<file path="config.mk">
export PLATFORM = sky130hd
export DESIGN_NAME = cfs_supervisor
export DESIGN_NICKNAME = d
export VERILOG_FILES = /design/src/cfs_pkg.sv /design/src/cfs_link_if.sv /design/src/cfs_oc_count.sv /design/src/cfs_regs.sv /design/src/cfs_supervisor.sv
export VERILOG_INCLUDE_DIRS = /design/src
export SDC_FILE = /design/constraint.sdc
export NUM_CORES = 1
export LEC_CHECK = 0
export BUFFER_PORTS_ARGS = -buffer_cell sky130_fd_sc_hd__buf_2
export CORE_UTILIZATION = 33
export DETAILED_ROUTE_END_ITERATION = 8
export SETUP_SLACK_MARGIN = 0.3
export SYNTH_ARGS = -nofsm -noshare
export SYNTH_HDL_FRONTEND = slang
export SYNTH_SLANG_ARGS = --single-unit
</file>
<file path="constraint.sdc">
create_clock -name CLK -period 2.7 [get_ports CLK]
set_input_delay 0.27 -clock CLK [delete_from_list [all_inputs] [get_ports CLK]]
set_output_delay 0.27 -clock CLK [all_outputs]
set_load 0.01 [all_outputs]
</file>
<file path="src/cfs_defines.svh">
`ifndef CFS_DEFINES_SVH
`define CFS_DEFINES_SVH

`define CFS_CMD_OT_FAULT      8'h4f
`define CFS_CMD_OT_WARN       8'h51
`define CFS_CMD_TON_MAX       8'h62
`define CFS_CMD_TEMP_STATUS   8'h7d
`define CFS_CMD_TEMP_READ     8'h8d
`define CFS_CMD_PCT_LIMITS    8'hd7

`define CFS_RST_OT_FAULT      16'h0091
`define CFS_RST_OT_WARN       16'h007d
`define CFS_RST_TON_MAX       16'h000a
`define CFS_RST_PCT_LIMITS    8'h00
`define CFS_RST_WORD          16'h0000

`define CFS_OC_RUN_LEN        2'h3
`define CFS_OC_OFF_DELAY      2'h3
`define CFS_HICCUP_RISES      3'h7
`define CFS_OT_HYST           16'h0014

`define CFS_TSTAT_OTF         7
`define CFS_TSTAT_OTW         6

`define CFS_FLG_OC            0
`define CFS_FLG_OV            1
`define CFS_FLG_UV            2
`define CFS_FLG_OT            3
`define CFS_FLG_OTW           4
`define CFS_FLG_BG            5
`define CFS_FLG_TONMAX        6
`define CFS_FLG_OVW           7
`define CFS_FAULT_BITS        8'h6f

`define CFS_CLK_NS            50
`define CFS_MS_NS             1000000
`define CFS_MS_CYCLES         (`CFS_MS_NS / `CFS_CLK_NS)

`endif

</file>
<file path="src/cfs_pkg.sv">
package cfs_pkg;

   typedef enum logic [1:0] {
      CFS_RESP_IGNORE,
      CFS_RESP_LATCH,
      CFS_RESP_RESTART,
      CFS_RESP_RESERVED
   } cfs_resp_t;

   typedef enum logic [2:0] {
      ST_OFF, ST_START, ST_RUN, ST_OC_DELAY, ST_HICCUP, ST_LATCHED, ST_COOL
   } cfs_state_t;

   typedef struct packed {
      logic ls_oc;
      logic hs_peak;
      logic neg_oc;
      logic ov;
      logic uv;
      logic overvoltage_warning;
      logic uvw;
      logic fixed_hi;
      logic fixed_lo;
      logic voltage_select_pin;
      logic bg_ot;
      logic prebias_hi;
      logic enable;
      logic clear_faults;
   } cfs_pins_t;

endpackage

</file>
<file path="src/cfs_link_if.sv">
`timescale 1ns/10ps
interface cfs_link_if;
   logic [15:0] ot_fault_thr;
   logic [15:0] ot_warn_thr;
   logic [15:0] ton_max;
   logic [7:0]  pct_limits;
   logic [7:0]  temp_status;
   logic        temp_valid;
   logic [15:0] temp_sample;
   logic        oc_event;
   logic        cycle_end;
   logic        run_clear;
   logic        delay_arm;
   logic        oc_fault;
   logic        delay_done;

   modport sup (input ot_fault_thr, ot_warn_thr, ton_max, oc_fault, delay_done,
                output temp_status, temp_valid, temp_sample, oc_event, cycle_end,
                run_clear, delay_arm);
   modport regs (input temp_status, temp_valid, temp_sample,
                 output ot_fault_thr, ot_warn_thr, ton_max, pct_limits);
   modport occ (input oc_event, cycle_end, run_clear, delay_arm,
                output oc_fault, delay_done);
endinterface

</file>
<file path="src/cfs_oc_count.sv">
`timescale 1ns/10ps
`include "cfs_defines.svh"
module cfs_oc_count (
   input  wire logic clk,
   input  wire logic reset_n,
   cfs_link_if.occ   lk
);
   typedef struct packed {
      logic [1:0] cnt;
      logic       seen;
      logic       fault;
      logic [1:0] dly;
      logic       armed;
      logic       done;
   } cfs_occ_t;

   cfs_occ_t q, d;
   logic     ev;

   always_comb begin
      d = q;
      d.fault = 1'b0;
      d.done = 1'b0;
      ev = q.seen | lk.oc_event;
      if (lk.run_clear) begin
         d.cnt = 2'h0;
         d.seen = 1'b0;
      end else if (lk.cycle_end) begin
         d.seen = 1'b0;
         if (!ev) begin
            d.cnt = 2'h0;
         end else if (q.cnt == `CFS_OC_RUN_LEN - 2'h1) begin
            d.cnt = 2'h0;
            d.fault = 1'b1;
         end else begin
            d.cnt = q.cnt + 2'h1;
         end
      end else begin
         d.seen = ev;
      end
      if (!lk.delay_arm) begin
         d.armed = 1'b0;
         d.dly = 2'h0;
      end else if (!q.armed) begin
         d.armed = 1'b1;
      end else if (lk.cycle_end) begin
         if (q.dly == `CFS_OC_OFF_DELAY - 2'h1) begin
            d.done = 1'b1;
         end else begin
            d.dly = q.dly + 2'h1;
         end
      end
   end

   always_ff @(posedge clk) begin
      if (!reset_n) begin
         q <= '0;
      end else begin
         q <= d;
      end
   end

   assign lk.oc_fault   = q.fault;
   assign lk.delay_done = q.done;
endmodule // cfs_oc_count

</file>
<file path="src/cfs_regs.sv">
`timescale 1ns/10ps
`include "cfs_defines.svh"
module cfs_regs (
   input  wire logic        clk,
   input  wire logic        reset_n,
   input  wire logic [7:0]  cmd_code,
   input  wire logic        cmd_wr,
   input  wire logic        cmd_rd,
   input  wire logic [15:0] cmd_wdata,
   output logic      [15:0] cmd_rdata,
   output logic             cmd_rvalid,
   cfs_link_if.regs         lk
);
   typedef struct packed {
      logic [15:0] ot_fault;
      logic [15:0] ot_warn;
      logic [15:0] ton_max;
      logic [7:0]  pct;
      logic [15:0] temp;
      logic [15:0] rdata;
      logic        rvalid;
   } cfs_regs_t;

   cfs_regs_t q, d;

   always_comb begin
      d = q;
      d.rvalid = 1'b0;
      if (lk.temp_valid) begin
         d.temp = lk.temp_sample;
      end
      if (cmd_wr) begin
         case (cmd_code)
            `CFS_CMD_OT_FAULT:   d.ot_fault = cmd_wdata;
            `CFS_CMD_OT_WARN:    d.ot_warn = cmd_wdata;
            `CFS_CMD_TON_MAX:    d.ton_max = cmd_wdata;
            `CFS_CMD_PCT_LIMITS: d.pct = cmd_wdata[7:0];
            default: ;
         endcase
      end
      if (cmd_rd) begin
         d.rvalid = 1'b1;
         case (cmd_code)
            `CFS_CMD_OT_FAULT:    d.rdata = q.ot_fault;
            `CFS_CMD_OT_WARN:     d.rdata = q.ot_warn;
            `CFS_CMD_TON_MAX:     d.rdata = q.ton_max;
            `CFS_CMD_TEMP_STATUS: d.rdata = {8'h00, lk.temp_status};
            `CFS_CMD_TEMP_READ:   d.rdata = q.temp;
            `CFS_CMD_PCT_LIMITS:  d.rdata = {8'h00, q.pct};
            default:              d.rdata = `CFS_RST_WORD;
         endcase
      end
   end

   always_ff @(posedge clk) begin
      if (!reset_n) begin
         q <= '{`CFS_RST_OT_FAULT, `CFS_RST_OT_WARN, `CFS_RST_TON_MAX, `CFS_RST_PCT_LIMITS,
                `CFS_RST_WORD, `CFS_RST_WORD, 1'b0};
      end else begin
         q <= d;
      end
   end

   assign lk.ot_fault_thr = q.ot_fault;
   assign lk.ot_warn_thr  = q.ot_warn;
   assign lk.ton_max      = q.ton_max;
   assign lk.pct_limits   = q.pct;
   assign cmd_rdata       = q.rdata;
   assign cmd_rvalid      = q.rvalid;
endmodule // cfs_regs

</file>
<file path="src/cfs_supervisor.sv">
`timescale 1ns/10ps
`include "cfs_defines.svh"
module cfs_supervisor #(
   parameter int unsigned MS_CYCLES = `CFS_MS_CYCLES
) (
   input  wire logic        CLK,
   input  wire logic        RESET_N,
   input  wire logic [7:0]  CMD_CODE,
   input  wire logic        CMD_WR,
   input  wire logic        CMD_RD,
   input  wire logic [15:0] CMD_WDATA,
   input  wire logic        CYCLE_END,
   input  wire logic        PWM_HS,
   input  wire logic        PWM_LS,
   input  wire logic        LS_MIN_OFF,
   input  wire logic        SS_DONE,
   input  wire logic        SS_RISE_TICK,
   input  wire logic        TEMP_VALID,
   input  wire logic [15:0] TEMP_SAMPLE,
   input  wire logic [1:0]  OC_RESP,
   input  wire logic [1:0]  OV_RESP,
   input  wire logic [1:0]  UV_RESP,
   input  wire logic [1:0]  OT_RESP,
   input  wire logic        NEGATIVE_LIMIT_DISABLE,
   input  wire logic [7:0]  ALERT_MASK,
   input  wire logic        LS_OC_DET,
   input  wire logic        HIGH_SIDE_PEAK_LIMIT,
   input  wire logic        NEG_OC_DET,
   input  wire logic        OV_DET,
   input  wire logic        UV_DET,
   input  wire logic        OVW_DET,
   input  wire logic        UVW_DET,
   input  wire logic        FIXED_OV_HI_DET,
   input  wire logic        FIXED_OV_LO_DET,
   input  wire logic        VOLTAGE_SELECT_PIN,
   input  wire logic        BG_OT_DET,
   input  wire logic        PREBIAS_HI_DET,
   input  wire logic        CONTROL_ENABLE_PIN,
   input  wire logic        CLEAR_FAULTS,
   output logic      [15:0] CMD_RDATA,
   output logic             CMD_RVALID,
   output logic      [7:0]  OV_UV_PERCENT_LIMITS,
   output logic      [7:0]  FAULT_STATUS,
   output logic             HS_GATE,
   output logic             LS_GATE,
   output logic             CONVERT_EN,
   output logic             POWER_GOOD_OUTPUT_O,
   output logic             POWER_GOOD_OUTPUT_OE,
   output logic             ALERT_O,
   output logic             ALERT_OE
);
   typedef struct packed {
      cfs_pkg::cfs_pins_t  s1;
      cfs_pkg::cfs_pins_t  s2;
      cfs_pkg::cfs_state_t st;
      logic                cool_bg;
      logic                clr_d;
      logic [14:0]         ms_div;
      logic [15:0]         ms_cnt;
      logic                ton_expired;
      logic [2:0]          rise_cnt;
      logic                hs_cut;
      logic                neg_seen;
      logic                neg_skip;
      logic                ot_hot;
      logic                ot_warm;
      logic                ot_cool;
      logic [7:0]          flags;
      logic                hs_gate;
      logic                ls_gate;
      logic                conv_en;
      logic                pg_oe;
      logic                alert_oe;
   } cfs_sup_t;

   cfs_sup_t           q, d;
   cfs_pkg::cfs_pins_t pins_in;
   cfs_pkg::cfs_resp_t oc_resp, ov_resp, uv_resp, ot_resp;
   logic               clr, ov_now, ov_act, switching, uv_fault, clamp_on, neg_now;
   logic               pg_release;
   logic [7:0]         ev;

   cfs_link_if lk ();

   cfs_regs u_regs (
      .clk       (CLK),
      .reset_n   (RESET_N),
      .cmd_code  (CMD_CODE),
      .cmd_wr    (CMD_WR),
      .cmd_rd    (CMD_RD),
      .cmd_wdata (CMD_WDATA),
      .cmd_rdata (CMD_RDATA),
      .cmd_rvalid(CMD_RVALID),
      .lk        (lk.regs)
   );

   cfs_oc_count u_oc (
      .clk    (CLK),
      .reset_n(RESET_N),
      .lk     (lk.occ)
   );

   // True once the die has cooled by the hysteresis below the fault threshold.
   function automatic logic cool_enough(input logic [15:0] t, input logic [15:0] thr);
      return ({1'b0, t} + {1'b0, `CFS_OT_HYST}) <= {1'b0, thr};
   endfunction

   function automatic cfs_pkg::cfs_state_t after_off(input cfs_pkg::cfs_resp_t r);
      return (r == cfs_pkg::CFS_RESP_RESTART) ? cfs_pkg::ST_HICCUP : cfs_pkg::ST_LATCHED;
   endfunction

   assign pins_in = '{LS_OC_DET, HIGH_SIDE_PEAK_LIMIT, NEG_OC_DET, OV_DET, UV_DET, OVW_DET,
                      UVW_DET, FIXED_OV_HI_DET, FIXED_OV_LO_DET, VOLTAGE_SELECT_PIN,
                      BG_OT_DET, PREBIAS_HI_DET, CONTROL_ENABLE_PIN, CLEAR_FAULTS};
   assign oc_resp = cfs_pkg::cfs_resp_t'(OC_RESP);
   assign ov_resp = cfs_pkg::cfs_resp_t'(OV_RESP);
   assign uv_resp = cfs_pkg::cfs_resp_t'(UV_RESP);
   assign ot_resp = cfs_pkg::cfs_resp_t'(OT_RESP);

   assign lk.temp_valid  = TEMP_VALID;
   assign lk.temp_sample = TEMP_SAMPLE;
   assign lk.oc_event    = q.s2.ls_oc | q.s2.hs_peak;
   assign lk.cycle_end   = CYCLE_END;
   assign lk.run_clear   = ~(q.st inside {cfs_pkg::ST_START, cfs_pkg::ST_RUN,
                                          cfs_pkg::ST_OC_DELAY});
   assign lk.delay_arm   = (q.st == cfs_pkg::ST_OC_DELAY);
   assign lk.temp_status = {q.flags[`CFS_FLG_OT], q.flags[`CFS_FLG_OTW], 6'h00};

   always_comb begin
      d = q;
      d.s1 = pins_in;
      d.s2 = q.s1;
      d.clr_d = q.s2.clear_faults;
      clr = q.s2.clear_faults & ~q.clr_d;

      // Comparator paths see two sync stages and the output register, so each comparator reaction lags by three clocks; overcurrent also waits for the run counter.
      ov_now = q.s2.ov | (q.s2.voltage_select_pin ? q.s2.fixed_hi : q.s2.fixed_lo);
      ov_act = ov_now & (ov_resp != cfs_pkg::CFS_RESP_IGNORE);
      switching = q.st inside {cfs_pkg::ST_START, cfs_pkg::ST_RUN, cfs_pkg::ST_OC_DELAY};
      uv_fault = q.s2.uv & switching & ((q.st != cfs_pkg::ST_START) | q.ton_expired);

      if (TEMP_VALID) begin
         d.ot_hot = TEMP_SAMPLE >= lk.ot_fault_thr;
         d.ot_warm = TEMP_SAMPLE >= lk.ot_warn_thr;
         d.ot_cool = cool_enough(TEMP_SAMPLE, lk.ot_fault_thr);
      end

      ev = 8'h00;
      ev[`CFS_FLG_OC] = lk.oc_fault;
      ev[`CFS_FLG_OV] = ov_now;
      ev[`CFS_FLG_UV] = uv_fault;
      ev[`CFS_FLG_OT] = q.ot_hot;
      ev[`CFS_FLG_OTW] = q.ot_warm;
      ev[`CFS_FLG_BG] = q.s2.bg_ot;
      ev[`CFS_FLG_TONMAX] = uv_fault & (q.st == cfs_pkg::ST_START);
      ev[`CFS_FLG_OVW] = q.s2.overvoltage_warning | q.s2.prebias_hi;
      // A new event in the clearing cycle survives the clear.
      d.flags = ev | (q.flags & ~{8{clr}});
      d.alert_oe = |(d.flags & ~ALERT_MASK);

      if (q.st == cfs_pkg::ST_START) begin
         if (q.ms_div == 15'(MS_CYCLES - 1)) begin
            d.ms_div = 15'h0000;
            d.ms_cnt = q.ms_cnt + 16'h0001;
         end else begin
            d.ms_div = q.ms_div + 15'h0001;
         end
         d.ton_expired = q.ton_expired | (q.ms_cnt >= lk.ton_max);
      end else begin
         d.ms_div = 15'h0000;
         d.ms_cnt = 16'h0000;
         d.ton_expired = 1'b0;
      end

      if (q.st == cfs_pkg::ST_HICCUP) begin
         if (SS_RISE_TICK) begin
            d.rise_cnt = q.rise_cnt + 3'h1;
         end
      end else begin
         d.rise_cnt = 3'h0;
      end

      unique case (q.st)
         cfs_pkg::ST_OFF: begin
            if (q.s2.enable) begin
               d.st = cfs_pkg::ST_START;
            end
         end
         cfs_pkg::ST_START, cfs_pkg::ST_RUN: begin
            if (q.st == cfs_pkg::ST_START && SS_DONE) begin
               d.st = cfs_pkg::ST_RUN;
            end
            if (lk.oc_fault && oc_resp != cfs_pkg::CFS_RESP_IGNORE) begin
               d.st = cfs_pkg::ST_OC_DELAY;
            end
         end
         cfs_pkg::ST_OC_DELAY: begin
            if (lk.delay_done) begin
               d.st = after_off(oc_resp);
            end
         end
         cfs_pkg::ST_HICCUP: begin
            if (SS_RISE_TICK && q.rise_cnt == `CFS_HICCUP_RISES - 3'h1) begin
               d.st = cfs_pkg::ST_START;
            end
         end
         cfs_pkg::ST_LATCHED: begin
            d.st = cfs_pkg::ST_LATCHED;
         end
         cfs_pkg::ST_COOL: begin
            if (q.cool_bg ? !q.s2.bg_ot : q.ot_cool) begin
               d.st = cfs_pkg::ST_START;
            end
         end
         default: d.st = cfs_pkg::ST_OFF;
      endcase

      // Later checks win: disable over all, then bandgap, overvoltage, undervoltage, temperature.
      if (switching) begin
         if (q.ot_hot && ot_resp == cfs_pkg::CFS_RESP_LATCH) begin
            d.st = cfs_pkg::ST_LATCHED;
         end else if (q.ot_hot && ot_resp == cfs_pkg::CFS_RESP_RESTART) begin
            d.st = cfs_pkg::ST_COOL;
            d.cool_bg = 1'b0;
         end
         if (uv_fault && uv_resp != cfs_pkg::CFS_RESP_IGNORE) begin
            d.st = after_off(uv_resp);
         end
         if (ov_act) begin
            d.st = after_off(ov_resp);
         end
      end
      if (q.s2.bg_ot && q.st != cfs_pkg::ST_OFF) begin
         d.st = cfs_pkg::ST_COOL;
         d.cool_bg = 1'b1;
      end
      if (!q.s2.enable) begin
         d.st = cfs_pkg::ST_OFF;
      end

      d.conv_en = d.st inside {cfs_pkg::ST_START, cfs_pkg::ST_RUN, cfs_pkg::ST_OC_DELAY};

      if (CYCLE_END) begin
         d.hs_cut = 1'b0;
      end else begin
         d.hs_cut = q.hs_cut | (q.s2.hs_peak & PWM_HS);
      end
      d.hs_gate = d.conv_en & PWM_HS & ~d.hs_cut & ~ov_act;

      clamp_on = ~NEGATIVE_LIMIT_DISABLE & ~ov_act;
      neg_now = q.s2.neg_oc & clamp_on;
      if (CYCLE_END) begin
         d.neg_seen = 1'b0;
         d.neg_skip = (q.neg_seen | neg_now) & clamp_on;
      end else begin
         d.neg_seen = q.neg_seen | neg_now;
         d.neg_skip = q.neg_skip & clamp_on;
      end
      // The minimum off-time window stays on even under the clamp so that
      // the negative comparator gets a fresh look every period.
      d.ls_gate = ov_act |
                  (d.conv_en & (LS_MIN_OFF |
                   (PWM_LS & ~PWM_HS & ~neg_now & ~q.neg_skip)));

      pg_release = (q.st == cfs_pkg::ST_RUN) & ~|(q.flags & `CFS_FAULT_BITS) &
                   ~q.s2.uvw & ~q.s2.overvoltage_warning & ~q.s2.prebias_hi & ~ov_now;
      d.pg_oe = ~pg_release;
   end

   always_ff @(posedge CLK) begin
      if (!RESET_N) begin
         q <= '{s1: '0, s2: '0, st: cfs_pkg::ST_OFF, pg_oe: 1'b1, default: '0};
      end else begin
         q <= d;
      end
   end

   assign FAULT_STATUS         = q.flags;
   assign OV_UV_PERCENT_LIMITS = lk.pct_limits;
   assign HS_GATE              = q.hs_gate;
   assign LS_GATE              = q.ls_gate;
   assign CONVERT_EN           = q.conv_en;
   assign POWER_GOOD_OUTPUT_O  = 1'b0;
   assign POWER_GOOD_OUTPUT_OE = q.pg_oe;
   assign ALERT_O              = 1'b0;
   assign ALERT_OE             = q.alert_oe;
endmodule // cfs_supervisor

</file>
# Yosys cells after proc, flatten, opt, wreduce, memory -nomap -nowiden
# Index checks and enable logic that the tools add are counted.
# word_totals
elab_cells	214
in_bits	82
ff_bits	184
out_inout_bits	40
# classes
mux	29
order_cmp	4
add_sub_neg	6
bitwise	53
reduce_logical	36
n_eq_ne	26
# ops
op	n
one-hot mux 16 bit (6 select lines)	1
greater-or-equal comparator 16 bit	3
== test 8 x 7 -> 1 bit, second input constant	4
2-to-1 mux 3 bit	10
AND 1 bit	22
one-hot mux 3 bit (6 select lines)	1
adder 16 x 5 -> 17 bit, second input constant	1
less-or-equal comparator 17 x 16 -> 1 bit	1
adder 16 x 1 -> 16 bit, second input constant	1
AND 8 bit	2
== test 8 bit, second input constant	2
inverter 1 bit	16
inverter 8 bit	2
AND reduction 2 bit	8
adder 15 x 1 -> 15 bit, second input constant	1
== test 15 bit, second input constant	1
== test 2 bit, second input constant	6
== test 3 x 2 -> 1 bit, second input constant	4
== test 3 bit, second input constant	4
2-to-1 mux 1 bit	12
2-to-1 mux 4 bit	3
OR 1 bit	10
nonzero test 2 bit	5
nonzero test 3 bit	3
17 further kinds	31

# Logic depth before layout (Yosys ltp)
# logic_depth
ltp_word	17
ltp_mapped	12
mapped_depth_nobuf	11

# By module
# From an unflattened synthesis, not the netlist that was laid out.
# unflattened
cells_unflattened	1162
area_unflattened_um2	10068.4
# by_module_without_submodules
module	seq_area_each_um2	n_inst	cells_each	area_each_um2
cfs_supervisor	1741.7	1	617	5281.3
cfs_regs	1781.7	1	515	4454.3
cfs_oc_count	160.2	1	30	332.8

# Worst setup path after synthesis
# Ideal clock, no wire load.
# synth_timing
path_kind	input to register
startpoint	input TEMP_SAMPLE[2]
endpoint	register q[13] (netlist bit)
setup_time_ns	0.074
n_path_buf	1
setup_slack_ns	0.463
path_stages	12
t_arrival_ns	2.162
cell_sequence	ha_1 or2_2 clkbuf_1 nand3_1 xnor2_1 ha_1 a21o_1 a21o_1 a21oi_1 and3b_1 a221oi_1 o21ai_0
# synth_between
elab_chain_len	2
# synth_rtl
element	line	text
from (decl)	cfs_supervisor.sv:19	input wire logic [15:0] TEMP_SAMPLE,
adder 16 x 5 -> 17 bit	cfs_supervisor.sv:105	return ({1'b0, t} + {1'b0, `CFS_OT_HYST}) <= {1'b0, thr};
less-or-equal comparator 17 x 16 -> 1 bit	cfs_supervisor.sv:105	
to (signal assigned)	cfs_supervisor.sv:272	q <= '{s1: '0, s2: '0, st: cfs_pkg::ST_OFF, pg_oe: 1'b1, default: '0};
to (signal assigned)	cfs_supervisor.sv:274	q <= d;
to (decl)	cfs_supervisor.sv:76	cfs_sup_t q, d;
# Every way passes these cells.
# A chain may end at the register's enable or synchronous reset.

# Worst setup path after layout
# layout_timing
startpoint	register q[39] (netlist bit)
endpoint	register q[38] (netlist bit)
# layout_between
elab_chain_len	1
# layout_rtl
element	line	text
== test 15 bit	cfs_supervisor.sv:162	if (q.ms_div == 15'(MS_CYCLES - 1)) begin
# Every way passes these cells.

==> impl_metrics.ini <==
[run_status]
status = completed

[placement]
placed_area_um2 = 10100
place.gp.congestion = 0.8982
post-place-ws_ns = 0.1319
port_buffers = 119
hpwlAfterDp_um = 20100

[timing]
rsz0062_at_grt = no
fmax_mhz = 458.7
finClkSkew_ns = 0.01047
finalCritPeriodShare = 0.8075
final-setup-viol-count = 0
post-route-min-period_ns = 2.180
fin_setup_tns_ns = 0
tightest_slew_ns = 0.6816
setup_slack_ns = 0.5198
drv_slew = 0
finalHoldViolCount = 0
slew_headroom = 0.5456
holdWs_ns = 0.04326

[worst_hold_path]
hp-class = in2reg
hold_start = PREBIAS_HI_DET

[logic_synthesis]
synth-compound-area-share = 0.1644
synth_area_leaders = dfxtp_1 (39%), ha_1 (9.1%), nand2_1 (5.4%)
synthXorXnorAreaFrac = 0.03362
synth_area_leader_cell = dfxtp_1
synth_top_area_frac = 0.3928
seq_area_frac_synth = 0.3928
ys_ff_latch = 184
synth_async_sr_flop_share = 0
synth_fa_ha_area_frac = 0.09073
synth.distinct_cells = 69
netlist_instances = 1112
yosys.cell_count.top_type = dfxtp_1
synth-simple-area-share = 0.2215
synth-main-ff-cell = dfxtp_1
yosys_warnings = 0
synth_common_cells = dfxtp_1 (184), nand2_1 (134), nor2_1 (91)
syn-cell-area_um2 = 9378
muxShareOfSynthArea = 0.01975
synth_edf_count = 0
synth_top_family_by_area = simple AND/OR/NAND/NOR gates
syn_avg_cell_area_um2 = 8.433

[floorplanning]
io_pins = 122
initial_core_util = 0.3366
chipWidth_um = 170.6
dieArea_um2 = 29100
num_rows = 61
core_area_um2 = 27860
die_y_um = 170.6

[power]
swShare = 0.2463
power_density_nw_per_um2 = 540.2
p_clk_frac = 0.441
pwr-share-seq = 0.483
pwr-share-comb = 0.076
ir_drop_mv = 0.4053
p_leak_nw = 4.262
p_int_w = 0.004363
p_switching_w = 0.001426

[layout]
final_area_um2 = 10720
final_nets = 1334
area_delta_synth_final_pct = 14.29
multi_input_area_um2 = 4990
fillers = 2823
register_area_um2 = 3684
drive_above_1_share = 0.1520

[worst_setup_path]
startpoint = q[39]
endpoint_kind = flip-flop
crit_fanout = 10
r2r-end = q[38]
worst_r2r_path_depth = 6
reg2reg_setup_slack_ns = 0.52
crit_buf_inv = 0
slowest_stage = and4_1
reg2reg_from = q[39]
startpoint_type = flip-flop
path_class = reg2reg
cp.depth = 6
path_common_cell = and4_1
crit_family = simple AND/OR/NAND/NOR gates
crit_end = q[38]
worstPathCellList = ha_1, and4_1, and4_1, nand3_2, or3_1, a21oi_1
cp_data_required_time_ns = 3.07
cpPeakStageDelay_ns = 0.47
crit_arrival_ns = 2.55

[global_route]
antenna_found_initial = 6
grt_max_degree = 62
grt_use_total = 0.1808
grt_pass1_wl_um = 40470
grt_pass1_vias = 7326
overflow = 0

[clock_tree]
ctsLongestPathBuffers = 2
cts_root_buf = clkbuf_16
insertion_delay_ns = 0.43
cts.sinks = 184
htree_levels = 4
cts.repair.resized = 0
cts_tree = yes
cts_buffers = 17
path_clk_slew_ns = 0.07

[detailed_routing]
ant_nets = 0
wl_per_cell_um = 16.44
drc = 0
vias_per_cell = 5.042
num_vias = 7951
first_pass_iters = 5
wl_um = 25930
drt_iter0_markers = 469

[job]
drv_cap = 0
==> final cells by class <==
class                   instances  area share
diodes                          2   0.0004670
clock inverters                13     0.01459
inverters                      65     0.02276
clock buffers                  19     0.04133
repair buffers                134     0.06748
well taps                     378     0.04413
multi-input cells             782      0.4656
flip-flops and latches        184      0.3437
==> through the flow <==
step / power, W / utilization / instances
floorplan: 0.003105 / - / 1113
global placement: 0.003291 / 0.3627 / 1542
detailed placement: 0.003296 / 0.3627 / 1542
CTS: 0.005843 / 0.3846 / 1575
global route: 0.006014 / 0.3846 / 1576
finish: 0.005790 / 0.3847 / 1577
==> power groups by stage <==
stage,logic [W],clock network (W),registers [W]
after floorplan,0.000260,0,0.00284
final,0.000443,0.00255,0.00280
after global routing,0.000488,0.00273,0.00280
after global placement,0.000435,0,0.00286
after CTS,0.000442,0.00261,0.00279
after detailed placement,0.000439,0,0.00286
==> worst register-to-register path: cells and delay by family (launching register included) <==
kind / cells / cell delay [ns]
AO/OA/AOI/OAI: 1 / 0.14
adder cells (fa/ha/maj): 1 / 0.22
flip-flops: 1 / 0.38
AND/OR/NAND/NOR: 4 / 1.37
==> sequential cells by signal (all words and copies together) (netlist names) <==
name,flops
u_regs.lk.ot_warn_thr,16
u_regs.cmd_rdata,16
LS_GATE,1
FAULT_STATUS,8
u_regs.cmd_rvalid,1
d,15
u_oc.lk.oc_fault,1
q,56
HS_GATE,1
u_regs.lk.pct_limits,8
u_regs.lk.ot_fault_thr,16
CONVERT_EN,1
u_regs.q,16
u_regs.lk.ton_max,16
ALERT_OE,1
ev,3
u_oc.lk.delay_done,1
u_oc.q,6
POWER_GOOD_OUTPUT_OE,1
==> timing repair <==
action	in CTS	in global routing
hold buffers	1	0
hold endpoints to repair	1	0
setup endpoints to repair	0	0
setup buffers	0	0
==> cell usage in the layout (no fill, tap or decap), types with 4 or more instances in the layout <==
cell / instances
inv_1: 64
mux2i_1: 17
o22ai_1: 5
or2_2: 4
buf_4: 13
inv_6: 4
nor2b_1: 9
and3_1: 12
a222oi_1: 7
nand3_1: 48
nand2b_1: 10
buf_2: 119
nor3_1: 12
ha_1: 68
nand4_1: 19
o21ai_0: 29
a211oi_1: 8
o211ai_1: 11
dfxtp_1: 184
xor2_1: 17
and2_1: 37
a22oi_1: 10
a21boi_1: 6
a22o_1: 8
and4_1: 4
or3_1: 7
clkbuf_16: 17
nand2_1: 134
a21oi_1: 87
nor2_1: 91
a21o_1: 20
xnor2_1: 19
o21ai_1: 14
a221oi_1: 13
==> metal layers <==
| layer | share of wire | vias up | GRT usage |
|---|---|---|---|
| met2 | 0.44 | 229 | 0.2747 |
| met5 | 0.0019 | - | 0 |
| met1 | 0.47 | 3691 | 0.2543 |
| met3 | 0.061 | 35 | 0.03447 |
| li1 | - | 3988 | - |
| met4 | 0.020 | 8 | 0.06150 |
==> kinds of logic (layout without fill, tap and decap cells) <==
group	after synthesis	in the layout
and+or+nand+nor	417	417
AOI/OAI and AO/OA	241	241
DFF	184	184
buffers and inverters	147	231
adders and majority gates	68	68
xor gates and xnor gates	36	36
muxes	18	18
other	1	4
==> worst min-delay path by stage <==
stage / cells past startpoint / end / slack (ns)
after floorplan: 1 / q[16] / 0.35
after global placement: 1 / q[67] / 0.41
after detailed placement: 1 / q[68] / 0.42
after CTS: 2 / d[61] / 0.02
after global routing: 2 / d[61] / 0.03
final: 2 / d[61] / 0.04
Note: power is estimated with default switching activity, not from simulation.
